--- src/ptr_regs.svh ---
// Purpose: register offsets, field positions, reset values and base clock rate of the timer
// Assumes: byte registers on a 32-bit apb, printed offsets are register indices
// Notes: byte address is four times the index
`ifndef PTR_REGS_SVH
`define PTR_REGS_SVH

// ***************************************************************
// register indices
// ***************************************************************
`define PTR_IDX_MODE        6'h2a
`define PTR_IDX_PRESC_LO    6'h2b
`define PTR_IDX_RELOAD_HI   6'h2c
`define PTR_IDX_RELOAD_LO   6'h2d
`define PTR_IDX_COUNT_HI    6'h2e
`define PTR_IDX_COUNT_LO    6'h2f
`define PTR_IDX_CONTROL     6'h38
`define PTR_IDX_IRQ_STATUS  6'h39
`define PTR_IDX_IRQ_MASK    6'h3a

// ***************************************************************
// field positions
// ***************************************************************
`define PTR_MODE_AUTO_START    7
`define PTR_MODE_AUTO_RESTART  4
`define PTR_CTL_EVEN_DIV       0
`define PTR_CTL_MULTI_FRAME    1
`define PTR_CTL_START_NOW      6
`define PTR_CTL_STOP_NOW       7
`define PTR_IRQ_EXPIRED        0
`define PTR_IRQ_RUNNING        7

// ***************************************************************
// reset values
// ***************************************************************
`define PTR_RST_BYTE  8'h00

// ***************************************************************
// timing
// ***************************************************************
`define PTR_BASE_CLK_KHZ  13560
`endif

--- src/ptr_pkg.sv ---
// Purpose: types shared by the timer files
// Assumes: nothing
// Notes: constants live in ptr_regs.svh
package ptr_pkg;
   typedef enum logic [1:0] {
      PTR_IDLE = 2'b00,
      PTR_RUN = 2'b01,
      PTR_DONE = 2'b10
   } ptr_state_t;
endpackage

--- src/ptr_tick_if.sv ---
// Purpose: prescaler settings and tick between timer modules
// Assumes: single pclk domain
// Notes: tick is a one-cycle enable
`timescale 1ns/1ps
interface ptr_tick_if;
   logic [11:0] prescale_value;
   logic even_divide_select;
   logic run;
   logic tick;
   modport ctl (output prescale_value, output even_divide_select, output run, input tick);
   modport div (input prescale_value, input even_divide_select, input run, output tick);
endinterface

--- src/ptr_prescaler.sv ---
// Purpose: divides pclk into the timer tick
// Assumes: pclk stands in for the base clock
// Notes: period 2*p+1 or 2*p+2 cycles
`timescale 1ns/1ps
module ptr_prescaler (
   input wire logic pclk,     // clock
   input wire logic presetn,  // async reset, low
   ptr_tick_if.div tk         // settings and tick
);
   logic [12:0] div_count;
   logic [12:0] period_m1;

   // terminal count; restarts from zero whenever the timer is idle
   always_comb begin
      period_m1 = {tk.prescale_value, 1'b0} + {12'h000, tk.even_divide_select};
   end

   // ***************************************************************
   // divider
   // ***************************************************************
   // count 0..period_m1, tick on the last
   always_ff @(posedge pclk or negedge presetn) begin
      if (!presetn) begin
         div_count <= 13'h0000;
      end else if (!tk.run || div_count == period_m1) begin
         div_count <= 13'h0000;
      end else begin
         div_count <= div_count + 13'h0001;
      end
   end

   assign tk.tick = tk.run && (div_count == period_m1);
endmodule

--- src/ptr_timer.sv ---
// Purpose: apb register block and 16-bit down counter of the protocol timer
// Assumes: pclk used as timer base clock; start and stop events are same-domain pulses
// Notes: registers are byte wide, upper 24 bits read zero
//
// Implementation choice: register access over APB.
`timescale 1ns/1ps
`include "ptr_regs.svh"
module ptr_timer (
   input wire logic pclk,            // clock 40 MHz
   input wire logic presetn,         // async reset, low
   input wire logic psel,            // apb select
   input wire logic penable,         // apb enable
   input wire logic pwrite,          // apb direction
   input wire logic [7:0] paddr,     // apb byte address
   input wire logic [31:0] pwdata,   // apb write data
   output logic [31:0] prdata,       // apb read data
   output logic pready,              // apb ready
   output logic pslverr,             // apb error
   input wire logic tx_end,          // transmission ended pulse
   input wire logic rx_stop_event,   // protocol stop pulse
   output logic timer_running,       // counter active
   output logic irq                  // interrupt level
);
   ptr_tick_if tk ();

   logic [7:0] mode_reg;
   logic [7:0] prescale_low_byte;
   logic [7:0] reload_value_high;
   logic [7:0] reload_value_low;
   logic [7:0] control_reg;
   logic [7:0] irq_status;
   logic [7:0] irq_mask;
   logic [15:0] count;
   ptr_pkg::ptr_state_t state;
   logic wr_en;
   logic rd_en;
   logic [5:0] idx;
   logic idx_ok;
   logic start_event;
   logic stop_event;
   logic expire;
   logic [15:0] reload_value;

   // ***************************************************************
   // apb decode
   // ***************************************************************
   function automatic logic idx_known(input logic [5:0] i);
      if (i == `PTR_IDX_MODE) begin
         return 1'b1;
      end else if (i == `PTR_IDX_PRESC_LO) begin
         return 1'b1;
      end else if (i == `PTR_IDX_RELOAD_HI) begin
         return 1'b1;
      end else if (i == `PTR_IDX_RELOAD_LO) begin
         return 1'b1;
      end else if (i == `PTR_IDX_COUNT_HI) begin
         return 1'b1;
      end else if (i == `PTR_IDX_COUNT_LO) begin
         return 1'b1;
      end else if (i == `PTR_IDX_CONTROL) begin
         return 1'b1;
      end else if (i == `PTR_IDX_IRQ_STATUS) begin
         return 1'b1;
      end else if (i == `PTR_IDX_IRQ_MASK) begin
         return 1'b1;
      end else begin
         return 1'b0;
      end
   endfunction

   // zero-wait slave; unmapped addresses answer with pslverr
   assign idx = paddr[7:2];
   assign idx_ok = idx_known(idx) && (paddr[1:0] == 2'b00);
   assign pready = 1'b1;
   assign pslverr = psel && penable && !idx_ok;
   assign wr_en = psel && penable && pwrite && idx_ok;
   assign rd_en = psel && !penable && !pwrite;

   // ***************************************************************
   // configuration registers
   // ***************************************************************
   // writable bytes; reload bytes reach the counter via start or an auto-restart expiry
   always_ff @(posedge pclk or negedge presetn) begin
      if (!presetn) begin
         mode_reg <= `PTR_RST_BYTE;
         prescale_low_byte <= `PTR_RST_BYTE;
         reload_value_high <= `PTR_RST_BYTE;
         reload_value_low <= `PTR_RST_BYTE;
         irq_mask <= `PTR_RST_BYTE;
      end else if (wr_en) begin
         if (idx == `PTR_IDX_MODE) begin
            mode_reg <= pwdata[7:0];
         end else if (idx == `PTR_IDX_PRESC_LO) begin
            prescale_low_byte <= pwdata[7:0];
         end else if (idx == `PTR_IDX_RELOAD_HI) begin
            reload_value_high <= pwdata[7:0];
         end else if (idx == `PTR_IDX_RELOAD_LO) begin
            reload_value_low <= pwdata[7:0];
         end else if (idx == `PTR_IDX_IRQ_MASK) begin
            irq_mask <= pwdata[7:0];
         end
      end
   end

   // control: even select and multi-frame persist, start/stop self-clear
   always_ff @(posedge pclk or negedge presetn) begin
      if (!presetn) begin
         control_reg <= `PTR_RST_BYTE;
      end else if (wr_en && idx == `PTR_IDX_CONTROL) begin
         control_reg <= pwdata[7:0];
      end else begin
         control_reg[`PTR_CTL_START_NOW] <= 1'b0;
         control_reg[`PTR_CTL_STOP_NOW] <= 1'b0;
      end
   end

   assign reload_value = {reload_value_high, reload_value_low};
   assign tk.prescale_value = {mode_reg[3:0], prescale_low_byte};
   assign tk.even_divide_select = control_reg[`PTR_CTL_EVEN_DIV];
   assign tk.run = (state == ptr_pkg::PTR_RUN);

   // ***************************************************************
   // events
   // ***************************************************************
   assign start_event = control_reg[`PTR_CTL_START_NOW]
                        || (tx_end && mode_reg[`PTR_MODE_AUTO_START]);
   // protocol stops are ignored in multi-frame receive
   assign stop_event = control_reg[`PTR_CTL_STOP_NOW]
                       || (rx_stop_event && mode_reg[`PTR_MODE_AUTO_START]
                           && !control_reg[`PTR_CTL_MULTI_FRAME]);
   assign expire = tk.run && tk.tick && (count == 16'h0000);

   // ***************************************************************
   // counter
   // ***************************************************************
   // state of the timer; start wins over stop
   always_ff @(posedge pclk or negedge presetn) begin
      if (!presetn) begin
         state <= ptr_pkg::PTR_IDLE;
      end else if (start_event) begin
         state <= ptr_pkg::PTR_RUN;
      end else if (stop_event) begin
         state <= ptr_pkg::PTR_IDLE;
      end else begin
         case (state)
            ptr_pkg::PTR_RUN: begin
               if (expire && !mode_reg[`PTR_MODE_AUTO_RESTART]) begin
                  state <= ptr_pkg::PTR_DONE;
               end
            end
            ptr_pkg::PTR_DONE: begin
               state <= ptr_pkg::PTR_IDLE;
            end
            default: begin
               state <= ptr_pkg::PTR_IDLE;
            end
         endcase
      end
   end

   // count value; held when idle so software can read the last count
   always_ff @(posedge pclk or negedge presetn) begin
      if (!presetn) begin
         count <= 16'h0000;
      end else if (start_event) begin
         count <= reload_value;
      end else if (expire && mode_reg[`PTR_MODE_AUTO_RESTART]) begin
         count <= reload_value;
      end else if (tk.run && tk.tick && count != 16'h0000) begin
         count <= count - 16'h0001;
      end
   end

   // ***************************************************************
   // interrupts
   // ***************************************************************
   // sticky status, write one to clear; a new event wins over the clear
   always_ff @(posedge pclk or negedge presetn) begin
      if (!presetn) begin
         irq_status <= `PTR_RST_BYTE;
      end else begin
         if (wr_en && idx == `PTR_IDX_IRQ_STATUS) begin
            irq_status <= irq_status & ~pwdata[7:0];
         end
         if (expire && !mode_reg[`PTR_MODE_AUTO_RESTART]) begin
            irq_status[`PTR_IRQ_EXPIRED] <= 1'b1;
         end
      end
   end

   // interrupt level from a flop
   always_ff @(posedge pclk or negedge presetn) begin
      if (!presetn) begin
         irq <= 1'b0;
      end else begin
         irq <= |(irq_status & irq_mask);
      end
   end

   assign timer_running = (state == ptr_pkg::PTR_RUN);

   // ***************************************************************
   // read data
   // ***************************************************************
   // captured in setup phase so prdata comes from a flop in access
   always_ff @(posedge pclk or negedge presetn) begin
      if (!presetn) begin
         prdata <= 32'h0000_0000;
      end else if (rd_en) begin
         if (idx == `PTR_IDX_MODE) begin
            prdata <= {24'h000000, mode_reg};
         end else if (idx == `PTR_IDX_PRESC_LO) begin
            prdata <= {24'h000000, prescale_low_byte};
         end else if (idx == `PTR_IDX_RELOAD_HI) begin
            prdata <= {24'h000000, reload_value_high};
         end else if (idx == `PTR_IDX_RELOAD_LO) begin
            prdata <= {24'h000000, reload_value_low};
         end else if (idx == `PTR_IDX_COUNT_HI) begin
            prdata <= {24'h000000, count[15:8]};
         end else if (idx == `PTR_IDX_COUNT_LO) begin
            prdata <= {24'h000000, count[7:0]};
         end else if (idx == `PTR_IDX_CONTROL) begin
            prdata <= {24'h000000, 6'h00, control_reg[1:0]};
         end else if (idx == `PTR_IDX_IRQ_STATUS) begin
            prdata <= {24'h000000, timer_running, irq_status[6:0]};
         end else if (idx == `PTR_IDX_IRQ_MASK) begin
            prdata <= {24'h000000, irq_mask};
         end else begin
            prdata <= 32'h0000_0000;
         end
      end
   end

   // ***************************************************************
   // prescaler
   // ***************************************************************
   ptr_prescaler u_prescaler (
      .pclk(pclk),
      .presetn(presetn),
      .tk(tk)
   );
endmodule

--- config.mk ---
export PLATFORM = sky130hd
export DESIGN_NAME = ptr_timer
export DESIGN_NICKNAME = d
export VERILOG_FILES = /design/src/ptr_pkg.sv /design/src/ptr_tick_if.sv /design/src/ptr_prescaler.sv /design/src/ptr_timer.sv
export VERILOG_INCLUDE_DIRS = /design/src
export SDC_FILE = /design/constraint.sdc
export NUM_CORES = 1
export LEC_CHECK = 0
export BUFFER_PORTS_ARGS = -buffer_cell sky130_fd_sc_hd__clkbuf_2
export CAP_MARGIN = 20
export CORE_UTILIZATION = 45
export DETAILED_ROUTE_END_ITERATION = 10
export PLACE_DENSITY = 0.66
export SLEW_MARGIN = 10
export SYNTH_ARGS = -nofsm -noshare
export SYNTH_HDL_FRONTEND = slang
export SYNTH_SLANG_ARGS = --single-unit
--- constraint.sdc ---
create_clock -name pclk -period 2.5 [get_ports pclk]
set_clock_uncertainty 0.1 [all_clocks]
set_input_delay 0.25 -clock pclk [delete_from_list [all_inputs] [get_ports pclk]]
set_output_delay 0.25 -clock pclk [all_outputs]
set_load 0.01 [all_outputs]
# ---- Word-level counts from Yosys, hierarchy flattened
# Cells that the tools add are included.
dict set report op_classes {
  multipliers 0
  shifts 0
  bitwise_logic 7
  mux 29
  n_addsub 3
  n_reduce_logical 38
  n_div 0
  n_eq_ne 12
  n_lt_le_gt_ge 0
}
# op count
set op_table {}
lappend op_table {{$mux 8} 9}
lappend op_table {{$eq 6x6->1 const B} 9}
lappend op_table {{$mux 16} 3}
lappend op_table {{$logic_and 1x1->1} 18}
lappend op_table {{$and 8x8->8} 2}
lappend op_table {{$logic_not 16->1} 1}
lappend op_table {{$reduce_bool 16->1} 1}
lappend op_table {{$sub 16x1->16 const B} 1}
lappend op_table {{$add 13x1->13} 1}
lappend op_table {{$add 13x1->13 const B} 1}
lappend op_table {{$eq 13x13->1} 1}
lappend op_table {{$mux 13} 1}
lappend op_table {{$mux 1} 11}
lappend op_table {{$mux 2} 5}
lappend op_table {{$not 8->8} 1}
lappend op_table {{$reduce_or 8->1} 1}
lappend op_table {{$logic_not 1->1} 6}
lappend op_table {{$reduce_and 6->1} 1}
lappend op_table {{$reduce_and 5->1} 1}
lappend op_table {{$ne 4x1->1 const B} 1}
lappend op_table {{$not 1->1} 4}
lappend op_table {{$reduce_and 4->1} 1}
lappend op_table {{$logic_or 1x1->1} 3}
lappend op_table {{$reduce_and 3->1} 1}
lappend op_table {{5 further kinds} 5}
dict set report word_totals {
  n_memories 0
  inputBits 47
  ff_bits 116
  mem_bits_rw 0
  output_inout_bits 36
  latchBits 0
  elab_cells 103
  rom_bits 0
}

# ---- Logic depth before layout (Yosys ltp)
# Gate-level depths: netlist (run 1).
dict set report depth {
  word_depth 15
  depth_mapped 9
  depth_no_buf 8
}

# ---- Cells and area by module
# Synthesis (run 1) repeated with hierarchy kept, for this count alone.
dict set report hier_totals {
  hier_cells 512
  hier_area_um2 5227.5
}
# module cells_per_inst seq_area_each_um2 instances area_per_inst_um2
set modules_own_cells {}
lappend modules_own_cells {ptr_timer 428 1976.9 1 4390.5}
lappend modules_own_cells {ptr_prescaler 84 325.3 1 837.1}

# ---- Least setup slack after synthesis (run 1)
# OpenSTA, ideal clock, no wires.
dict set report synth_path {
  kind {register to register}
  from {register count[0]}
  to {register count[8]}
  arrival_ns 2.079
  path_stages_with_launch 8
  t_required_ns 2.336
  setup_slack_ns 0.257
  path_buffers 0
  setup_ns 0.064
  synth_period_minus_slack_ns 2.243
  cell_sequence {dfrtp_1 inv_1 ha_1 or3b_2 or3_1 or4_1 a21oi_1 a221o_2}
}
dict set report synth_between {
  elab_chain_len 5
  word_cells_on_any_way 10
  cone_classes {1 x add/sub; 3 x mux; 6 x reduce/logical}
}
# item line_no
set synth_lines {}
lappend synth_lines {{from (decl)} ptr_timer.sv:33} ;# logic [15:0] count;
lappend synth_lines {{from (signal assigned)} ptr_timer.sv:166} ;# count <= reload_value;
lappend synth_lines {{from (signal assigned)} ptr_timer.sv:168} ;# count <= reload_value;
lappend synth_lines {{from (signal assigned)} ptr_timer.sv:170} ;# count <= count - 16'h0001;
lappend synth_lines {{branches (longest 5 deep; another with $sub 16x1->16)} -}
# Several ways; the timed one is not identified. The select of a mux whose other input is x is not followed.
# A chain may end at the register's enable or synchronous reset.

# ---- Final worst setup path (run 1)
dict set report layout_path {
  from {register count[0]}
  to {register count[10]}
}
# Same word-level chain as after synthesis.

==> flow_summary.json, run 1 <==
{
  "status": "finished clean",
  "crit_chain": "inv_1 > ha_1 > nor4b_1 > nand4_1 > inv_1 > and4_1 > or2b_4 > mux2_2",
  "areaGrowthSynthToFinish_pct": 11.7,
  "relSlewSlack": 0.558,
  "dpl.cell_count": 643,
  "antenna-diode-count": 0,
  "synth_top_area_share": 0.463,
  "dpl-instance-area_um2": 5300,
  "coreArea_um2": 10500,
  "num_rows": 37,
  "worst_path_most_repeated_cell": "inv_1",
  "synthCells": 471,
  "dp_hpwl_um": 8810,
  "cts_tree": "done",
  "slew_viol_final": 0,
  "grtUsageTotal": 0.224,
  "period_needed_ns": 2.40,
  "grt_pass1_wl_um": 19100,
  "htreeDepth": 3,
  "ys_warn_count": 0,
  "cts-root-buf": "clkbuf_8",
  "leakage_nw": 2.69,
  "largest_register": "count",
  "viasPerCell": 5.71,
  "finalHoldViolCount": 0,
  "drt_iter0_markers": 240,
  "synth.distinct_cells": 56,
  "setup_viol": 0,
  "die_x_um": 107,
  "syn_area_per_cell_um2": 10.5,
  "totalWireLength_um": 11800,
  "critPathArrivalTime_ns": 2.56,
  "r2r_slack_ns": 0.1,
  "clkLatencyLatePin_ns": 0.37,
  "post_cts_resized": 0,
  "syn_area_um2": 4970,
  "grt_max_degree": 56,
  "peakVddDrop_mv": 0.356,
  "largest_reg_flops": 16,
  "globalRouteOverflowTotal": 0,
  "postLayoutCellArea_um2": 5550,
  "cellPowerDensity_nw_per_um2": 519,
  "max_cap_violations": 0,
  "grt_pass1_vias": 3481,
  "die-area_um2": 11500,
  "hp-class": "in2reg",
  "clock_sinks": 92,
  "cts-buffers-inserted": 9,
  "ant_nets": 0,
  "crit_required_ns": 2.66,
  "ys_top_cells_by_area": "dfrtp_1 46%, mux2_2 10%, xnor2_1 4.1%",
  "io_buffer_count": 33,
  "max_slew.worst_pin.slew_ns": 0.662,
  "crit_fanout": 7,
  "routedWlPerCell_um": 17.9,
  "dp_slack_ns": 0.153,
  "place.gp.congestion": 0.891,
  "setup_ws_ns": 0.0992,
  "io_pins": 83,
  "cpPeakStageDelay_ns": 0.44,
  "die_h_um": 107,
  "drtPass1Iterations": 5,
  "final_nets": 570,
  "synth_flop_cell": "dfrtp_1",
  "drc": 0,
  "rsz0062_at_grt": "false",
  "startpoint_type": "flip-flop",
  "worstSetupPathType": "reg2reg",
  "fmax_mhz": 417,
  "ys_seq_area_frac": 0.463,
  "yosysTopAreaCell": "dfrtp_1",
  "postSynth.asyncResetShare": 1.00,
  "drive_gt1_frac": 0.246,
  "synth.top_cells.by_count": "92 x dfrtp_1, 45 x mux2_2, 39 x nor2_1",
  "critPathCaptureType": "flip-flop",
  "final.setup.tns_ns": 0,
  "finalNonFillerCells": 661,
  "synth_most_common_cell": "dfrtp_1",
  "whs_ns": 0.0732,
  "top_regs": "count x16, u_prescaler.div_count x13",
  "start_util": 0.473,
  "synth-edff-count": 0,
  "via_count": 3773,
  "clkTransAtPathRegs_ns": 0.09,
  "fin_crit_sh": 0.960,
  "cts.path.max_buffers": 2,
  "cpMaxStageDelayCell": "nor4b_1",
  "antenna_found_initial": 0,
  "synth_seq_cells": 92
}
## worst max-delay path, delay by kind of cell (launching register included)
family / cells / cell delay [ns]
flip-flops: 1 / 0.38
AND/OR/NAND/NOR: 4 / 1.11
multiplexers: 1 / 0.34
buffers and inverters: 2 / 0.22
adder cells (fa/ha/maj): 1 / 0.15
## area by class of cell
class                           instances  area (µm²)
Multi-Input combinational cell        356        2470
Sequential cell                        92        2300
Clock inverter                          6        93.8
Timing Repair Buffer                   56         355
Clock buffer                           10         138
Tap cell                              136         170
Fill cell                             945        4960
Inverter                                5        18.8
## kinds of logic (layout without fill, tap and decap cells)
logic type | after synthesis | in the layout | synth area share
buf+inv | 46 | 77 | 0.0569
simple gates | 150 | 150 | 0.164
fa+ha+maj | 3 | 3 | 0.00756
other cells | 2 | 25 | 0.00151
compound gates | 94 | 94 | 0.133
mux | 55 | 55 | 0.122
flops | 92 | 92 | 0.463
xor+xnor | 29 | 29 | 0.0511
## what timing repair did
item | in CTS | in global routing
hold buffers | 1 | 0
setup buffers | 0 | 1
hold endpoints to repair | 37 | 0
setup endpoints to repair | 0 | 4
## path summary, 6_finish.rpt
kind,start,to,depth (start not counted)
setup / recovery,count[0]$_DFFE_PN0P_,count[10]$_DFFE_PN0P_,8
hold / removal,pwdata[4],irq_status[4]$_DFFE_PN0P_,2
setup reg to reg,count[0]$_DFFE_PN0P_,count[10]$_DFFE_PN0P_,8
hold reg to reg,prdata[5]$_DFFE_PN0P_,prdata[5]$_DFFE_PN0P_,2
max in group asynchronous,presetn,reload_value_low[0]$_DFFE_PN0P_,3
min in group asynchronous,presetn,irq_status[7]$_DFFE_PN0P_,2
## metal layers
metal  track usage  part of all wire  vias to the layer above
met4        0.0646             0.014                        0
met2         0.338              0.46                      145
li1              -                 -                     1754
met5             0                 0                        -
met3        0.0322             0.058                       13
met1         0.332              0.47                     1861
## layout by cell type, fill, tap and decap left out, types with 15 or more instances in the layout
cell / count
a21oi_1: 15
mux2_2: 45
conb_1: 25
clkbuf_2: 32
nand2_1: 29
nor2_1: 39
dfrtp_1: 92
buf_4: 22
xnor2_1: 23
o21ai_0: 22
nand3_1: 17
## where the power goes
part | switching, mW | internal, mW
combinational | 0.136 | 0.0790
clock | 0.547 | 0.599
sequential | 0.0157 | 1.50
total | 0.699 | 2.18
## through the flow
| step | power [mW] | util |
|---|---|---|
| 2_1_floorplan | 1.68 | - |
| 3_3_place_gp | 1.76 | 0.504 |
| 3_5_place_dp | 1.76 | 0.504 |
| 4_1_cts | 2.90 | 0.527 |
| 5_1_grt | 2.99 | 0.528 |
| 6_report | 2.88 | 0.528 |
(Power assumes the default switching activity.)
==> run 2: changes to the inputs <==
MAX_ROUTING_LAYER = met4   (was default)
==> run 2 against run 1 <==
- power fell by 6.4%
- sequential cell count is the same
- combinational power barely moved
- global-route usage rose by 1.1 points
- routed wire length increased by 2.8%
- critical endpoint is now count[13]$_DFFE_PN0P_
- largest cell class unchanged
==> flow_summary.json, run 2 (synthesis results as in run 1) <==
{
  "clkLatencyLatePin_ns": 0.37,
  "drtPass1Iterations": 5,
  "grt_max_degree": 35,
  "r2r-end": "count[13]$_DFFE_PN0P_",
  "cpMaxStageDelayCell": "dfrtp_1",
  "drc": 0,
  "cts-root-buf": "clkbuf_8",
  "critPathArrivalTime_ns": 2.50,
  "status": "finished clean",
  "die_h_um": 107,
  "antenna_found_initial": 0,
  "min_from": "pwdata[3]",
  "die_x_um": 107,
  "worstSetupPathType": "reg2reg",
  "finalNonFillerCells": 662,
  "critPathCaptureType": "flip-flop",
  "dpl.cell_count": 645,
  "leakage_nw": 2.67,
  "clock_sinks": 92,
  "cellPowerDensity_nw_per_um2": 489,
  "cts_tree": "done",
  "fin_crit_sh": 0.943,
  "largest_reg_flops": 16,
  "finalHoldViolCount": 0,
  "max_cap_violations": 0,
  "globalRouteOverflowTotal": 0,
  "coreArea_um2": 10500,
  "io_buffer_count": 33,
  "viasPerCell": 5.70,
  "r2r_slack_ns": 0.14,
  "routedWlPerCell_um": 18.4,
  "largest_register": "count",
  "final_common_cell": "dfrtp_1",
  "crit_fanout": 7,
  "whs_endpoint": "irq_status[3]$_DFFE_PN0P_",
  "cts-buffers-inserted": 9,
  "start_util": 0.473,
  "antenna-diode-count": 0,
  "setup_viol": 0,
  "die-area_um2": 11500,
  "relSlewSlack": 0.523,
  "min_path_cells": 2,
  "r2r_cells": 6,
  "areaGrowthSynthToFinish_pct": 11.1,
  "dp_hpwl_um": 9190,
  "drt_iter0_markers": 351,
  "grt_pass1_vias": 3612,
  "setup_ws_ns": 0.142,
  "peakVddDrop_mv": 0.298,
  "cpPeakStageDelay_ns": 0.45,
  "totalWireLength_um": 12200,
  "slew_viol_final": 0,
  "grtUsageTotal": 0.234,
  "crit_required_ns": 2.64,
  "ant_nets": 0,
  "crit_chain": "nor4_1 > nand4_1 > inv_1 > and4_4 > or2b_4 > mux2_1",
  "period_needed_ns": 2.36,
  "rr_startpoint": "count[13]$_DFFE_PN0P_",
  "drive_gt1_frac": 0.253,
  "max_slew.worst_pin.slew_ns": 0.714,
  "fmax_mhz": 424,
  "place.gp.congestion": 0.889,
  "startpoint_type": "flip-flop",
  "io_pins": 83,
  "final.setup.tns_ns": 0,
  "htreeDepth": 3,
  "grt_pass1_wl_um": 19400,
  "nFillCells": 942,
  "final_nets": 571,
  "dp_slack_ns": 0.0697,
  "via_count": 3775,
  "final_cell_mix": "92 x dfrtp_1, 45 x mux2_2, 39 x nor2_1, 32 x clkbuf_2, 29 x nand2_1",
  "rsz0062_at_grt": "false",
  "cts.path.max_buffers": 2,
  "num_rows": 37,
  "hp-class": "in2reg",
  "whs_ns": 0.0770,
  "clkTransAtPathRegs_ns": 0.09,
  "top_regs": "count x16, u_prescaler.div_count x13"
}
run 2: changes by cell type in the layout (fill, tap and decap cells not counted), sizes merged:
cell,before,now
buf,23,24
bufinv,2,0
clkbuf,42,45
clkinvlp,1,2
inv,7,5
run 2: worst max-delay path, delay by kind of cell, from the launching register on:
family        cells  cell delay (ns)
simple gates      4             1.17
flops             1             0.45
mux               1             0.34
buf+inv           1             0.18
run 2: what timing repair did:
item | 4_1_cts | 5_1_grt
hold buffers | 1 | 0
setup endpoints to repair | 0 | 11
gates resized for setup | 0 | 5
setup buffers | 0 | 0
hold endpoints to repair | 31 | 0
run 2: layer usage:
metal  part of all wire  track usage  vias to the layer above
met4              0.013       0.0724                        0
met1               0.48        0.324                     1873
li1                   -            -                     1761
met5                  0            -                        -
met2               0.46        0.355                      127
met3              0.052       0.0365                       14
run 2: power by group:
part	switching [mW]	internal, mW
Combinational	0.138	0.0765
Sequential	0.0162	1.50
Clock	0.521	0.442
Total	0.675	2.02
run 2: layout make-up:
class,instances,area (µm²),share of cell area
Clock buffer,13,169,0.0306
Sequential cell,92,2300,0.417
Tap cell,136,170,0.0308
Timing Repair Buffer,57,350,0.0635
Multi-Input combinational cell,356,2490,0.451
Inverter,5,18.8,0.00340
Clock inverter,3,20.0,0.00363
run 2: metrics by stage:
| stage | total power [mW] | cell area (µm²) | utilization |
|---|---|---|---|
| after floorplan | 1.68 | 5050 | - |
| after global placement | 1.75 | 5300 | 0.504 |
| after detailed placement | 1.76 | 5300 | 0.504 |
| after CTS | 2.72 | 5500 | 0.523 |
| after global routing | 2.81 | 5520 | 0.525 |
| final | 2.70 | 5520 | 0.525 |
run 2: worst max path at each step:
stage                                             from                    end  slack, ns  cells after the start
detailed placement                count[0]$_DFFE_PN0P_  count[13]$_DFFE_PN0P_       0.07                      8
floorplan                         count[0]$_DFFE_PN0P_   count[8]$_DFFE_PN0P_       0.26                      7
global placement                  count[0]$_DFFE_PN0P_  count[10]$_DFFE_PN0P_       0.15                      8
global route        u_prescaler.div_count[8]$_DFF_PN0_  count[13]$_DFFE_PN0P_       0.02                      6
finish                           count[13]$_DFFE_PN0P_  count[13]$_DFFE_PN0P_       0.14                      6
CTS                               count[0]$_DFFE_PN0P_  count[13]$_DFFE_PN0P_       0.05                      8
